<file path="src/ckg_pkg.sv">
// Purpose: shared constants and carriers for the clock generation control block
// Assumes: 8-bit register data, 16-bit register address
// Notes: clk of the block stands for the master clock domain
package ckg_pkg;
	// ==========================================
	// Register map
	localparam logic [15:0] MASTER_CLOCK_CONTROL_OFS = 16'h008F;
	localparam logic [15:0] CPU_CLOCK_DIVIDER_OFS = 16'hFFA1;
	localparam logic [7:0] MASTER_CLOCK_CONTROL_RST = 8'h0A;
	localparam logic [5:0] CPU_DIVIDER_FIELD_RST = 6'h0C;
	// ==========================================
	// Field positions in master_clock_control
	localparam int FAST_OSC_DISABLE_BIT = 7;
	localparam int KEYPAD_CLOCK_GATE_BIT = 6;
	localparam int CARD_CLOCK_GATE_BIT = 5;
	localparam int SERIAL_BUS_CLOCK_GATE_BIT = 4;
	localparam int SLOW_OSC_DISABLE_BIT = 3;
	localparam int VCO_MULTIPLIER_LSB = 0;
	localparam int VCO_MULTIPLIER_W = 3;
	localparam int CPU_DIVIDER_W = 6;
	// ==========================================
	// Timing
	localparam int MASTER_CLOCK_HZ = 96000000;
	localparam int SLOW_CLOCK_HZ = 32768;
	localparam int SLOW_HALF_CYCLES = MASTER_CLOCK_HZ / (2 * SLOW_CLOCK_HZ);
	// ==========================================
	// Carriers
	typedef struct packed {
		logic [15:0] addr;
		logic [7:0] wdata;
		logic wr;
		logic rd;
	} ckg_req_t;
	typedef struct packed {
		logic [7:0] mclk_ctl;
		logic [5:0] cpu_div;
		logic [5:0] div_cnt;
		logic cpu_clk;
		logic [15:0] slow_cnt;
		logic slow_clk;
		logic [7:0] rdata;
	} ckg_state_t;
endpackage

</file>
<file path="src/ckg_clock_control.sv">
// Purpose: master clock ratio, peripheral clock gates, cpu divider, slow clock source
// Assumes: clk is the master clock; register strobes are one cycle long
// Notes: read data stands in the cycle after the read strobe only
`timescale 1ns/1ps
// Behaviour
// - Master clock ratio to crystal is twice the multiplier plus four.
// - Master clock runs at 96 MHz for peripherals that need it.
// - Top bit disables fast oscillator and loop; software never sets it.
// - Bits six, five, four stop keypad, card, serial bus clocks.
// - Slow-oscillator disable selects derived 32 kHz clock and stops oscillator.
// - Master clock register resets to 0x0A, multiplier two.
// - Cpu clock is master clock over twice the divider field plus two.
// - Divider register resets to 0x0C.
// - Cpu clock is driven onto a dedicated output pin.
module ckg_clock_control #(
	parameter int SLOW_HALF = ckg_pkg::SLOW_HALF_CYCLES
) (
	input wire logic clk,
	input wire logic rstn,
	input wire ckg_pkg::ckg_req_t req,
	output logic [7:0] rdata,
	output logic [4:0] vco_ratio,
	output logic fast_osc_off,
	output logic keypad_clk_en,
	output logic card_clk_en,
	output logic serial_bus_clk_en,
	output logic slow_osc_run,
	output logic slow_from_main,
	output logic slow_clk,
	output logic cpu_clock,
	output logic core_clock_out_pin
);
	import ckg_pkg::*;

	// ==========================================
	// Parameter check
	if (SLOW_HALF < 1 || SLOW_HALF > 65535) begin : g_bad
		$error("SLOW_HALF out of range");
	end
	if (VCO_MULTIPLIER_LSB + VCO_MULTIPLIER_W > SLOW_OSC_DISABLE_BIT) begin : g_bad_fields
		$error("multiplier field overlaps slow oscillator bit");
	end
	if (CPU_DIVIDER_W != 6) begin : g_bad_div
		$error("divider counter is built for a six-bit field");
	end

	localparam logic [15:0] SLOW_LAST = 16'(SLOW_HALF - 1);

	ckg_state_t st_q;
	ckg_state_t st_d;
	logic [2:0] mult;

	assign mult = st_q.mclk_ctl[VCO_MULTIPLIER_LSB +: VCO_MULTIPLIER_W];

	// ==========================================
	// Next state
	always_comb begin
		st_d = st_q;
		st_d.rdata = 8'h00;
		if (req.wr && req.addr == MASTER_CLOCK_CONTROL_OFS) begin
			st_d.mclk_ctl = req.wdata;
		end
		if (req.wr && req.addr == CPU_CLOCK_DIVIDER_OFS) begin
			st_d.cpu_div = req.wdata[CPU_DIVIDER_W-1:0];
		end
		if (req.rd) begin
			unique case (req.addr)
				MASTER_CLOCK_CONTROL_OFS: st_d.rdata = st_q.mclk_ctl;
				CPU_CLOCK_DIVIDER_OFS: st_d.rdata = {2'h0, st_q.cpu_div};
				default: st_d.rdata = 8'h00;
			endcase
		end
		// Half period is field plus one master cycles, full period twice that
		if (st_q.mclk_ctl[FAST_OSC_DISABLE_BIT]) begin
			st_d.div_cnt = 6'h00;
		end else if (st_q.div_cnt >= st_q.cpu_div) begin
			st_d.div_cnt = 6'h00;
			st_d.cpu_clk = ~st_q.cpu_clk;
		end else begin
			st_d.div_cnt = st_q.div_cnt + 6'h01;
		end
		// Derived slow clock only runs while the slow oscillator is off
		if (!st_q.mclk_ctl[SLOW_OSC_DISABLE_BIT] || st_q.mclk_ctl[FAST_OSC_DISABLE_BIT]) begin
			st_d.slow_cnt = 16'h0000;
		end else if (st_q.slow_cnt >= SLOW_LAST) begin
			st_d.slow_cnt = 16'h0000;
			st_d.slow_clk = ~st_q.slow_clk;
		end else begin
			st_d.slow_cnt = st_q.slow_cnt + 16'h0001;
		end
	end

	always_ff @(posedge clk) begin
		if (!rstn) begin
			st_q <= '{mclk_ctl: MASTER_CLOCK_CONTROL_RST, cpu_div: CPU_DIVIDER_FIELD_RST,
				div_cnt: 6'h00, cpu_clk: 1'b0, slow_cnt: 16'h0000, slow_clk: 1'b0,
				rdata: 8'h00};
		end else begin
			st_q <= st_d;
		end
	end

	// ==========================================
	// Outputs
	assign rdata = st_q.rdata;
	assign vco_ratio = {1'b0, mult, 1'b0} + 5'h04;
	assign fast_osc_off = st_q.mclk_ctl[FAST_OSC_DISABLE_BIT];
	// With the fast oscillator off nothing downstream can be clocked
	logic [2:0] gate_bits;
	logic [2:0] gate_en;
	assign gate_bits = st_q.mclk_ctl[KEYPAD_CLOCK_GATE_BIT:SERIAL_BUS_CLOCK_GATE_BIT];
	for (genvar g = 0; g < 3; g++) begin : g_gate
		assign gate_en[g] = !gate_bits[g] && !fast_osc_off;
	end
	assign keypad_clk_en = gate_en[2];
	assign card_clk_en = gate_en[1];
	assign serial_bus_clk_en = gate_en[0];
	assign slow_osc_run = !st_q.mclk_ctl[SLOW_OSC_DISABLE_BIT];
	assign slow_from_main = st_q.mclk_ctl[SLOW_OSC_DISABLE_BIT];
	assign slow_clk = st_q.slow_clk;
	assign cpu_clock = st_q.cpu_clk;
	assign core_clock_out_pin = st_q.cpu_clk;
endmodule

</file>
<file path="config.mk">
export PLATFORM = sky130hd
export DESIGN_NAME = ckg_clock_control
export DESIGN_NICKNAME = d
export VERILOG_FILES = /design/src/ckg_pkg.sv /design/src/ckg_clock_control.sv
export SDC_FILE = /design/constraint.sdc
export NUM_CORES = 1
export LEC_CHECK = 0
export ABC_AREA = 1
export BUFFER_PORTS_ARGS = -buffer_cell sky130_fd_sc_hd__buf_4
export CELL_PAD_IN_SITES_DETAIL_PLACEMENT = 1
export CELL_PAD_IN_SITES_GLOBAL_PLACEMENT = 2
export CORE_ASPECT_RATIO = 0.8
export CORE_UTILIZATION = 31
export CTS_BUF_LIST = sky130_fd_sc_hd__clkbuf_2 sky130_fd_sc_hd__clkbuf_4 sky130_fd_sc_hd__clkbuf_8
export DETAILED_ROUTE_END_ITERATION = 7
export PLACE_DENSITY_LB_ADDON = 0.1
export RECOVER_POWER = 100
export REMOVE_ABC_BUFFERS = 1
export SLEW_MARGIN = 15
export SYNTH_ARGS = -nofsm -noshare
export SYNTH_HDL_FRONTEND = slang
export SYNTH_SLANG_ARGS = --single-unit
</file>
<file path="constraint.sdc">
create_clock -name clk -period 1.68 [get_ports clk]
set_clock_uncertainty 0.05 [all_clocks]
set_input_delay 0.336 -clock clk [delete_from_list [all_inputs] [get_ports clk]]
set_output_delay 0.336 -clock clk [all_outputs]
set_load 0.005 [all_outputs]
</file>
**Word level (Yosys, flattened, before mapping)**

Index checks and enable logic that the tools add are counted.
Widths: inputs -> output; s select.

- Register bits: 46
- Input bits: 28
- Logic and storage cells: 36

- Add/sub/neg operators: 3
- $lt $le $gt $ge: 2
- Eq/ne operators: 2
- Muxes and demuxes: 1
- Bitwise gates (word level): 5
- Reduce and logical (&&, ||, !) cells: 16

Operator list:

| kind | count |
|---|---|
| $add 16x1->16 const B | 1 |
| $eq 16x16->1 const B | 1 |
| $eq 16x8->1 const B | 1 |
| $ge 16x11->1 const B | 1 |
| $pmux 8 s2 | 1 |
| $add 6x1->6 const B | 1 |
| $ge 6x6->1 | 1 |
| $reduce_and 2->1 | 3 |
| $reduce_or 3->1 | 2 |
| $add 4x3->5 const B | 1 |
| $logic_and 1x1->1 | 5 |
| $logic_not 1->1 | 5 |
| $not 1->1 | 5 |
| $logic_or 1x1->1 | 1 |

**Longest topological paths before layout**

Gate-level depths: netlist of the first run.

- Depth after elaboration: 4
- Depth in mapped cells: 11
- Mapped depth without buffers: 11

**Worst setup path after synthesis of the first run**

No wires, ideal clock.

- Kind: reg2reg
- Start point: register st_q[26] (netlist bit)
- End point: register st_q[26] (netlist bit)
- Setup time: 0.069 ns
- Arrival: 1.201 ns
- Required time: 1.561 ns
- Path slack: 0.360 ns
- Stages on the path, launching flop included: 8
- Cells stage by stage: dfxtp_1 > inv_1 > ha_1 > o21ai_0 > nand2_1 > nand2_1 > nand4_1 > nor2_1

- Longest elaborated chain between the ends: 2
- Elaborated cells between the ends (all ways): 3
- Those cells by class: add/sub: 1; order compare: 1; reduce/logical: 1

RTL lines:

| item | line | RTL |
|---|---|---|
| from (decl) | ckg_clock_control.sv:49 | `ckg_state_t st_q;` |
| from (signal assigned) | ckg_clock_control.sv:95 | `st_q <= '{mclk_ctl: MASTER_CLOCK_CONTROL_RST, cpu_div: CPU_DIVIDER_FIELD_RST,` |
| from (signal assigned) | ckg_clock_control.sv:99 | `st_q <= st_d;` |
| $ge 6x6->1 | ckg_clock_control.sv:76 | `end else if (st_q.div_cnt >= st_q.cpu_div) begin` |
| $reduce_or 3->1 (no line) | n/a |  |

Several ways; a longest one is shown, not always the timed one.
A chain may end at the register's enable or synchronous reset.

**Worst setup path in the final report of the first run**

- Start point: register st_q[37] (netlist bit)
- End point: register st_q[28] (netlist bit)

- Longest elaborated chain between the ends: 2

RTL lines:

| item | line |
|---|---|
| $ge 6x6->1 | ckg_clock_control.sv:76 |
| $reduce_or 3->1 (no line) | n/a |

No other way between the ends.

==> flow_summary.yaml, run 1 <==
run_status:
  outcome: "completed"
sta:
  worst_slew_pin_slew_ns: 0.527
  period_share: 0.892
  whs_ns: 0.199
  drv_slew: 0
  fmax_mhz: 667
  slew_headroom: 0.649
  report.final.hold_viol_count: 0
  setup_viol: 0
  period_minus_slack_ns: 1.50
  finalWorstSetupSlack_ns: 0.181
clocking:
  insertion_delay_ns: 0.30
  post_cts_buffers: 0
  clk_path_buf_depth: 2
  numCtsBuffers: 5
  ctsHoldBuffers: 0
  htreeDepth: 2
  cts.sinks: 46
  cts_tree: "built"
  root_buffer: "clkbuf_8"
  cts.reportedPaths.clkPinSlew_ns: 0.09
  cts_resized: 0
drt:
  drcViolationCount: 0
  num_vias: 1857
  wl_um: 5090
  wl_per_cell_um: 12.0
  ant_nets: 0
  vias_per_cell: 4.38
  drt_iter0_drc: 60
  detail_route.first_pass.iterations: 4
critical_path:
  cp_slowest_cell: "dfxtp_2"
  path_cells: "inv_1 -> ha_1 -> a21o_1 -> nor2_1 -> nand4_1 -> nor2_1"
  reg2reg_from: "st_q[37]$_SDFFE_PN0P_"
  reg2reg_to: "st_q[28]$_SDFF_PP0_"
  crit_cells: 6
  critPathCaptureType: "register"
  cp.arrival_ns: 1.68
  critPathBufInv: 1
  crit_fanout: 6
  crit_path_max_incr_delay_ns: 0.35
  cp-endpoint: "st_q[28]$_SDFF_PP0_"
  rrSetupSlack_ns: 0.18
  crit_required_ns: 1.86
  path_common_cell: "nor2_1"
  cp_top_family: "simple AND/OR/NAND/NOR gates"
  worstSetupStartpointType: "register"
  crit_type: "reg2reg"
  rr_worst_depth: 6
  critPathLaunch: "st_q[37]$_SDFFE_PN0P_"
placement:
  post-place-ws_ns: 0.156
  portBuffers: 48
  routabilityCongestion: 0.711
  dp_hpwl_um: 3880
grt:
  grt_remaining_overflow: 0
  grt_max_degree: 16
  grtUsageTotal: 0.153
  grt_pass1_vias: 1821
  antenna_found_initial: 0
  grt_pass1_wl_um: 8510
floorplan:
  die_h_um: 76.5
  rows: 26
  die_width_um: 95.1
  dieArea_um2: 7270
  core_um2: 6540
  start_util: 0.329
  ioPinCount: 50
logic_synthesis:
  yosys.cell_count.top_type: "nand2_1"
  synth-edff-count: 0
  synthCells: 292
  ys_ff_latch: 46
  yosys-top-cells-area: "dfxtp_1 (43%), nand2_1 (12%), nor2_1 (10%)"
  synth_flop_cell: "dfxtp_1"
  synth_warnings: 0
  synth_common_cells: "nand2_1 (66), nor2_1 (57), dfxtp_1 (46)"
  synth_top_area_share: 0.428
  syn_area_um2: 2150
  ys_types: 26
  async_flop_share: 0
  seq_area_frac_synth: 0.428
  synth_area_per_cell_um2: 7.36
  synth_area_leader_cell: "dfxtp_1"
final_layout:
  n_antenna_cell: 0
  fill_cells: 857
  final_nets: 377
  area_delta_synth_final_pct: 21.5
  drive_gt1_frac: 0.176
hold_path:
  min_path_type: "in2reg"
  worst_hold_path.num_cells: 3
  hold_start: "req[3]"
pwr:
  powerDensity_nw_per_um2: 795
  power.leakage_uw: 0.00127
  peakVddDrop_mv: 0.422
job:
  drv_cap: 0
[worst register-to-register path, delay by kind of cell, from the launching register on]
kind	cells	cell delay [ns]
fa+ha+maj	1	0.29
compound gates	1	0.16
flops	1	0.35
simple gates	3	0.53
buf+inv	1	0.05
[through the flow]
stage          instances  setup TNS (ns)  power [µW]  area (µm²)  utilization
3_5_place_dp         417               0        1260        2550        0.390
2_1_floorplan        281               0        1180        2050            -
4_1_cts              424               0        2120        2660        0.407
6_report             424               0        2070        2610        0.399
3_3_place_gp         417               0        1260        2550        0.390
5_1_grt              424        -0.00443        2160        2610        0.399
[metal layers]
metal,vias up,part of all wire,GRT usage
li1,980,-,-
met4,0,0.016,0.0591
met2,43,0.40,0.229
met3,6,0.062,0.0379
met1,828,0.52,0.209
met5,-,0,0
[kinds of logic (layout without fill, tap and decap cells)]
logic type / after synthesis / in the layout / share of synthesized area
other: 1 / 6 / 0.00174
adders and majority gates: 9 / 9 / 0.0524
DFF: 46 / 46 / 0.428
buffers and inverters: 51 / 94 / 0.115
AOI/OAI and AO/OA: 14 / 14 / 0.0338
and+or+nand+nor: 162 / 162 / 0.332
xor gates and xnor gates: 9 / 9 / 0.0367
[report_power, final]
group / internal (µW) / switching, µW
logic: 60.3 / 52.8
clock network: 476 / 370
registers: 1100 / 10.4
total: 1640 / 433
[placed cells by master (no fill, tap or decap), types with 2 or more instances in the layout]
cell      synthesis  routed
a21oi_1          11      11
buf_4            12      27
clkbuf_1          1       8
clkbuf_4          0      17
clkbuf_8          0       6
conb_1            1       6
dfxtp_1          46      44
dfxtp_2           0       2
ha_1              9       9
inv_1            35      35
nand2_1          66      66
nand2_2           2       2
nand3_1          18      19
nand3_2           2       2
nand4_1           5       5
nor2_1           57      59
nor3_1            5       5
o21ai_0           2       2
xnor2_1           3       3
xor2_1            6       6
[sequential cells by signal, summed over array words and instances, names as in the netlist]
register / count
st_q: 28
rdata: 8
gate_bits: 3
mult: 3
core_clock_out_pin: 1
fast_osc_off: 1
slow_clk: 1
slow_from_main: 1
[worst min path at each step]
stage | endpoint | slack, ns
2_1_floorplan | st_q[9]$_SDFF_PP0_ | 0.37
3_3_place_gp | st_q[9]$_SDFF_PP0_ | 0.38
3_5_place_dp | st_q[26]$_SDFF_PP0_ | 0.41
4_1_cts | mult[1]$_SDFFE_PN1P_ | 0.19
5_1_grt | mult[1]$_SDFFE_PN1P_ | 0.21
6_report | mult[1]$_SDFFE_PN1P_ | 0.20
[area by class of cell]
cell class / count / area, µm² / share of cell area
clock buffers: 6 / 82.6 / 0.0316
clock inverters: 1 / 30.0 / 0.0115
flip-flops and latches: 46 / 923 / 0.354
inverters: 35 / 131 / 0.0503
repair buffers: 52 / 360 / 0.138
multi-input cells: 200 / 978 / 0.375
well taps: 84 / 105 / 0.0402
No activity file was read; power rests on OpenSTA's default activity.
==> inputs of run 2 (changes only) <==
- PLACE_DENSITY: unset -> 0.85
- PLACE_DENSITY_LB_ADDON: 0.1 -> unset
- SETUP_SLACK_MARGIN: unset -> 0.15
==> flow_summary.yaml, run 2 (same netlist as run 1, synthesis figures left out) <==
grt:
  grt_pass1_vias: 1796
  grt_remaining_overflow: 0
  grt_max_degree: 16
  grtUsageTotal: 0.151
  grt_pass1_wl_um: 8450
  antenna_found_initial: 0
final_layout:
  layout_common_cells: "nand2_1 (65), nor2_1 (56), dfxtp_1 (39)"
  drive_gt1_frac: 0.227
  n_antenna_cell: 0
  design_area_um2: 2660
  max_flop_register: "st_q"
  area_delta_synth_final_pct: 23.6
  largest_reg_flops: 28
  final_nets: 380
  layout_commonest_cell: "nand2_1"
floorplan:
  rows: 26
  start_util: 0.329
  dieArea_um2: 7270
  ioPinCount: 50
  core_um2: 6540
  die_h_um: 76.5
  die_width_um: 95.1
placement:
  post-place-ws_ns: 0.148
  portBuffers: 48
  dpl_cell_area_um2: 2540
  dp_hpwl_um: 4010
  routabilityCongestion: 0.739
sta:
  rsz0062_at_grt: "true"
  fmax_mhz: 673
  whs_ns: 0.197
  period_share: 0.885
  tns_ns: 0
  finalWorstSetupSlack_ns: 0.194
  report.final.hold_viol_count: 0
  drv_slew: 0
  period_minus_slack_ns: 1.49
  setup_viol: 0
critical_path:
  reg2reg_to: "st_q[29]$_SDFF_PP0_"
  critPathCaptureType: "register"
  crit_required_ns: 1.85
  crit_path_max_incr_delay_ns: 0.31
  path_cells: "inv_1 -> ha_2 -> a21o_1 -> nor2_2 -> nand4_1 -> nor2_1"
  cp_top_family: "simple AND/OR/NAND/NOR gates"
  crit_type: "reg2reg"
  reg2reg_from: "st_q[37]$_SDFFE_PN0P_"
  worstSetupStartpointType: "register"
  crit_fanout: 6
  critPathBufInv: 1
  cp-endpoint: "st_q[29]$_SDFF_PP0_"
  cp.arrival_ns: 1.66
  rr_worst_depth: 6
  crit_cells: 6
  rrSetupSlack_ns: 0.19
  cp_slowest_cell: "dfxtp_1"
  critPathLaunch: "st_q[37]$_SDFFE_PN0P_"
hold_path:
  min_path_type: "in2reg"
drt:
  num_vias: 1878
  wl_per_cell_um: 12.4
  detail_route.first_pass.iterations: 4
  drt_iter0_drc: 69
  drcViolationCount: 0
  ant_nets: 0
  vias_per_cell: 4.40
  wl_um: 5290
pwr:
  power.leakage_uw: 0.00129
  p_total_uw: 1920
  powerDensity_nw_per_um2: 723
  peakVddDrop_mv: 0.302
clocking:
  htreeDepth: 2
  ctsHoldBuffers: 0
  clk_path_buf_depth: 2
  numCtsBuffers: 5
  cts.reportedPaths.clkPinSlew_ns: 0.08
  insertion_delay_ns: 0.30
  root_buffer: "clkbuf_8"
  cts_tree: "built"
  cts.sinks: 46
run_status:
  outcome: "completed"
job:
  drv_cap: 0
run 2: changes by cell type in the layout (fill, tap and decap cells not counted), moves of 2 or more:
| cell | previous run | this run |
|---|---|---|
| buf_4 | 27 | 30 |
| dfxtp_1 | 44 | 39 |
| nor2_1 | 59 | 56 |
| nor2_2 | 1 | 3 |
| o21ai_1 | 0 | 2 |
| clkbuf_1 | 8 | 5 |
| o21ai_0 | 2 | 0 |
| ha_1 | 9 | 7 |
| dfxtp_2 | 2 | 7 |
| clkbuf_4 | 17 | 21 |
run 2: area by class of cell:
cell class / count / area (µm²)
Inverter: 35 / 131
Tap cell: 84 / 105
Timing Repair Buffer: 55 / 398
Multi-Input combinational cell: 200 / 1010
Clock buffer: 7 / 83.8
Sequential cell: 46 / 930
Fill cell: 839 / 3880
run 2: routing by layer:
| layer | vias up | global-route usage | wire length, µm |
|---|---|---|---|
| met1 | 865 | 0.209 | 2690 |
| met2 | 30 | 0.224 | 2320 |
| li1 | 978 | - | - |
| met5 | - | 0 | 0 |
| met3 | 5 | 0.0359 | 214 |
| met4 | 0 | 0.0591 | 67 |
run 2: worst reg2reg max path, delay by kind of cell, from the launching register on:
| kind | cells | cell delay [ns] |
|---|---|---|
| adders and majority gates | 1 | 0.28 |
| AOI/OAI and AO/OA | 1 | 0.16 |
| DFF | 1 | 0.31 |
| buffers and inverters | 1 | 0.09 |
| and+or+nand+nor | 3 | 0.52 |
run 2: worst min-delay path by stage:
stage | from | to | slack, ns | cells after the start
6_report | req[3] | mult[1]$_SDFFE_PN1P_ | 0.20 | 3
5_1_grt | req[5] | st_q[35]$_SDFFE_PN1P_ | 0.20 | 3
4_1_cts | req[3] | mult[1]$_SDFFE_PN1P_ | 0.18 | 3
3_5_place_dp | st_q[26]$_SDFF_PP0_ | st_q[26]$_SDFF_PP0_ | 0.41 | 1
3_3_place_gp | st_q[9]$_SDFF_PP0_ | st_q[9]$_SDFF_PP0_ | 0.38 | 1
2_1_floorplan | st_q[9]$_SDFF_PP0_ | st_q[9]$_SDFF_PP0_ | 0.37 | 1
run 2: per-stage QoR:
step | util | cells
2_1_floorplan | - | 281
3_3_place_gp | 0.389 | 416
3_5_place_dp | 0.389 | 416
4_1_cts | 0.402 | 423
5_1_grt | 0.406 | 427
6_report | 0.406 | 427
run 2: report_power, final:
part,switching [µW],internal (µW)
logic,58.2,65.8
registers,10.4,1100
clock network,361,320
total,430,1490
run 2: timing repair:
item | 4_1_cts | 5_1_grt
pin swaps | 2 | 7
setup buffers | 0 | 4
resized for setup | 2 | 18
setup endpoints to repair | 3 | 18
==> inputs of run 3 (changes only) <==
- MAX_ROUTING_LAYER: unset -> met4
==> flow_summary.yaml, run 3 (same netlist as run 1, synthesis figures left out) <==
placement:
  routabilityCongestion: 0.748
  post-place-ws_ns: 0.148
  place_inst: 416
  dp_hpwl_um: 4010
  portBuffers: 48
grt:
  grt_pass1_vias: 1795
  grt_max_degree: 16
  grt_util_met1: 0.211
  grt_pass1_wl_um: 8460
  antenna_found_initial: 0
  grtUsageTotal: 0.156
  grt_remaining_overflow: 0
  grt.busiest_layer: "met2"
  met3_usage: 0.0349
  grtUsageMet2: 0.223
sta:
  period_share: 0.882
  finalWorstSetupSlack_ns: 0.199
  tns_ns: 0
  drv_slew: 0
  period_minus_slack_ns: 1.48
  whs_ns: 0.196
  fmax_mhz: 675
  setup_viol: 0
  report.final.hold_viol_count: 0
  rsz0062_at_grt: "true"
critical_path:
  rrSetupSlack_ns: 0.20
  crit_required_ns: 1.85
  reg2reg_from: "st_q[37]$_SDFFE_PN0P_"
  path_cells: "inv_1 -> ha_2 -> a21o_1 -> nor2_2 -> nand4_1 -> nor2_1"
  worstSetupStartpointType: "register"
  rr_worst_depth: 6
  crit_fanout: 6
  critPathCaptureType: "register"
  reg2reg_to: "st_q[29]$_SDFF_PP0_"
  cp_slowest_cell: "dfxtp_1"
  crit_path_max_incr_delay_ns: 0.31
  cp.arrival_ns: 1.65
  crit_type: "reg2reg"
drt:
  drt_iter0_drc: 82
  wl_per_cell_um: 12.4
  wl_um: 5290
  ant_nets: 0
  drcViolationCount: 0
  detail_route.first_pass.iterations: 4
  num_vias: 1880
  vias_per_cell: 4.40
floorplan:
  die_h_um: 76.5
  ioPinCount: 50
  die_width_um: 95.1
  rows: 26
  dieArea_um2: 7270
  start_util: 0.329
  core_um2: 6540
hold_path:
  worst_hold_path.num_cells: 3
  min_path_type: "in2reg"
  hold_start: "req[3]"
  hold_path_end: "mult[1]$_SDFFE_PN1P_"
clocking:
  numCtsBuffers: 5
  htreeDepth: 2
  insertion_delay_ns: 0.30
  clk_path_buf_depth: 2
  cts.reportedPaths.clkPinSlew_ns: 0.08
  cts.sinks: 46
  cts_tree: "built"
  root_buffer: "clkbuf_8"
pwr:
  powerDensity_nw_per_um2: 723
  power.leakage_uw: 0.00129
  peakVddDrop_mv: 0.302
final_layout:
  fill_cells: 839
  multi_input_area_um2: 1010
  finalCoreUtilization: 0.406
  stdcell_count: 427
  max_flop_register: "st_q"
  largest_reg_flops: 28
  layout_commonest_cell: "nand2_1"
  n_antenna_cell: 0
  area_delta_synth_final_pct: 23.6
  drive_gt1_frac: 0.227
  ff_latch_area_um2: 930
  layout_common_cells: "nand2_1 (65), nor2_1 (56), dfxtp_1 (39)"
  final_nets: 380
run_status:
  outcome: "completed"
job:
  drv_cap: 0
-- run 3: per-stage QoR --
| stage | cell area (µm²) | power, µW |
|---|---|---|
| after floorplan | 2050 | 1180 |
| final | 2660 | 1920 |
| after global placement | 2540 | 1260 |
| after CTS | 2630 | 1950 |
| after global routing | 2660 | 2010 |
| after detailed placement | 2540 | 1260 |
-- run 3: worst max path at each step --
stage                     cells after the start                        end                  start  slack, ns
after floorplan                               8        st_q[11]$_SDFF_PP0_     st_q[9]$_SDFF_PP0_       0.33
after global placement                        7  gate_bits[1]$_SDFFE_PN0P_                req[23]       0.16
after detailed placement                      7  fast_osc_off$_SDFFE_PN0P_                req[25]       0.15
after CTS                                     7        st_q[29]$_SDFF_PP0_    st_q[26]$_SDFF_PP0_       0.16
after global routing                          9        st_q[11]$_SDFF_PP0_     st_q[9]$_SDFF_PP0_       0.06
final                                         6        st_q[29]$_SDFF_PP0_  st_q[37]$_SDFFE_PN0P_       0.20
-- run 3: final cells by class --
class | count | area share
Multi-Input combinational cell | 200 | 0.380
Sequential cell | 46 | 0.350
Timing Repair Buffer | 55 | 0.150
Inverter | 35 | 0.0495
Tap cell | 84 | 0.0396
Clock buffer | 7 | 0.0316
-- run 3: critical path: cells and delay by family (launching register included) --
| family | cells | cell delay (ns) |
|---|---|---|
| AOI/OAI and AO/OA | 1 | 0.16 |
| DFF | 1 | 0.31 |
| adders and majority gates | 1 | 0.28 |
| buffers and inverters | 1 | 0.09 |
| and+or+nand+nor | 3 | 0.51 |
-- run 3: repair_timing --
action / in CTS / in global routing
buffers inserted: 0 / 4
pin swaps: 2 / 7
hold buffers: 0 / 0
endpoints found under the setup margin: 3 / 18
resized for setup: 2 / 18
gates cloned: 0 / 0
-- run 3: routing by layer --
metal,vias to the layer above,share of wire
li1,980,-
met1,862,0.52
met2,33,0.43
met3,5,0.040
met4,0,0.012
met5,-,0
-- run 3: power breakdown --
group	internal (µW)	switching, µW	total, µW
logic	65.8	58.3	124
registers	1100	10.3	1110
clock network	320	362	681
total	1490	430	1920
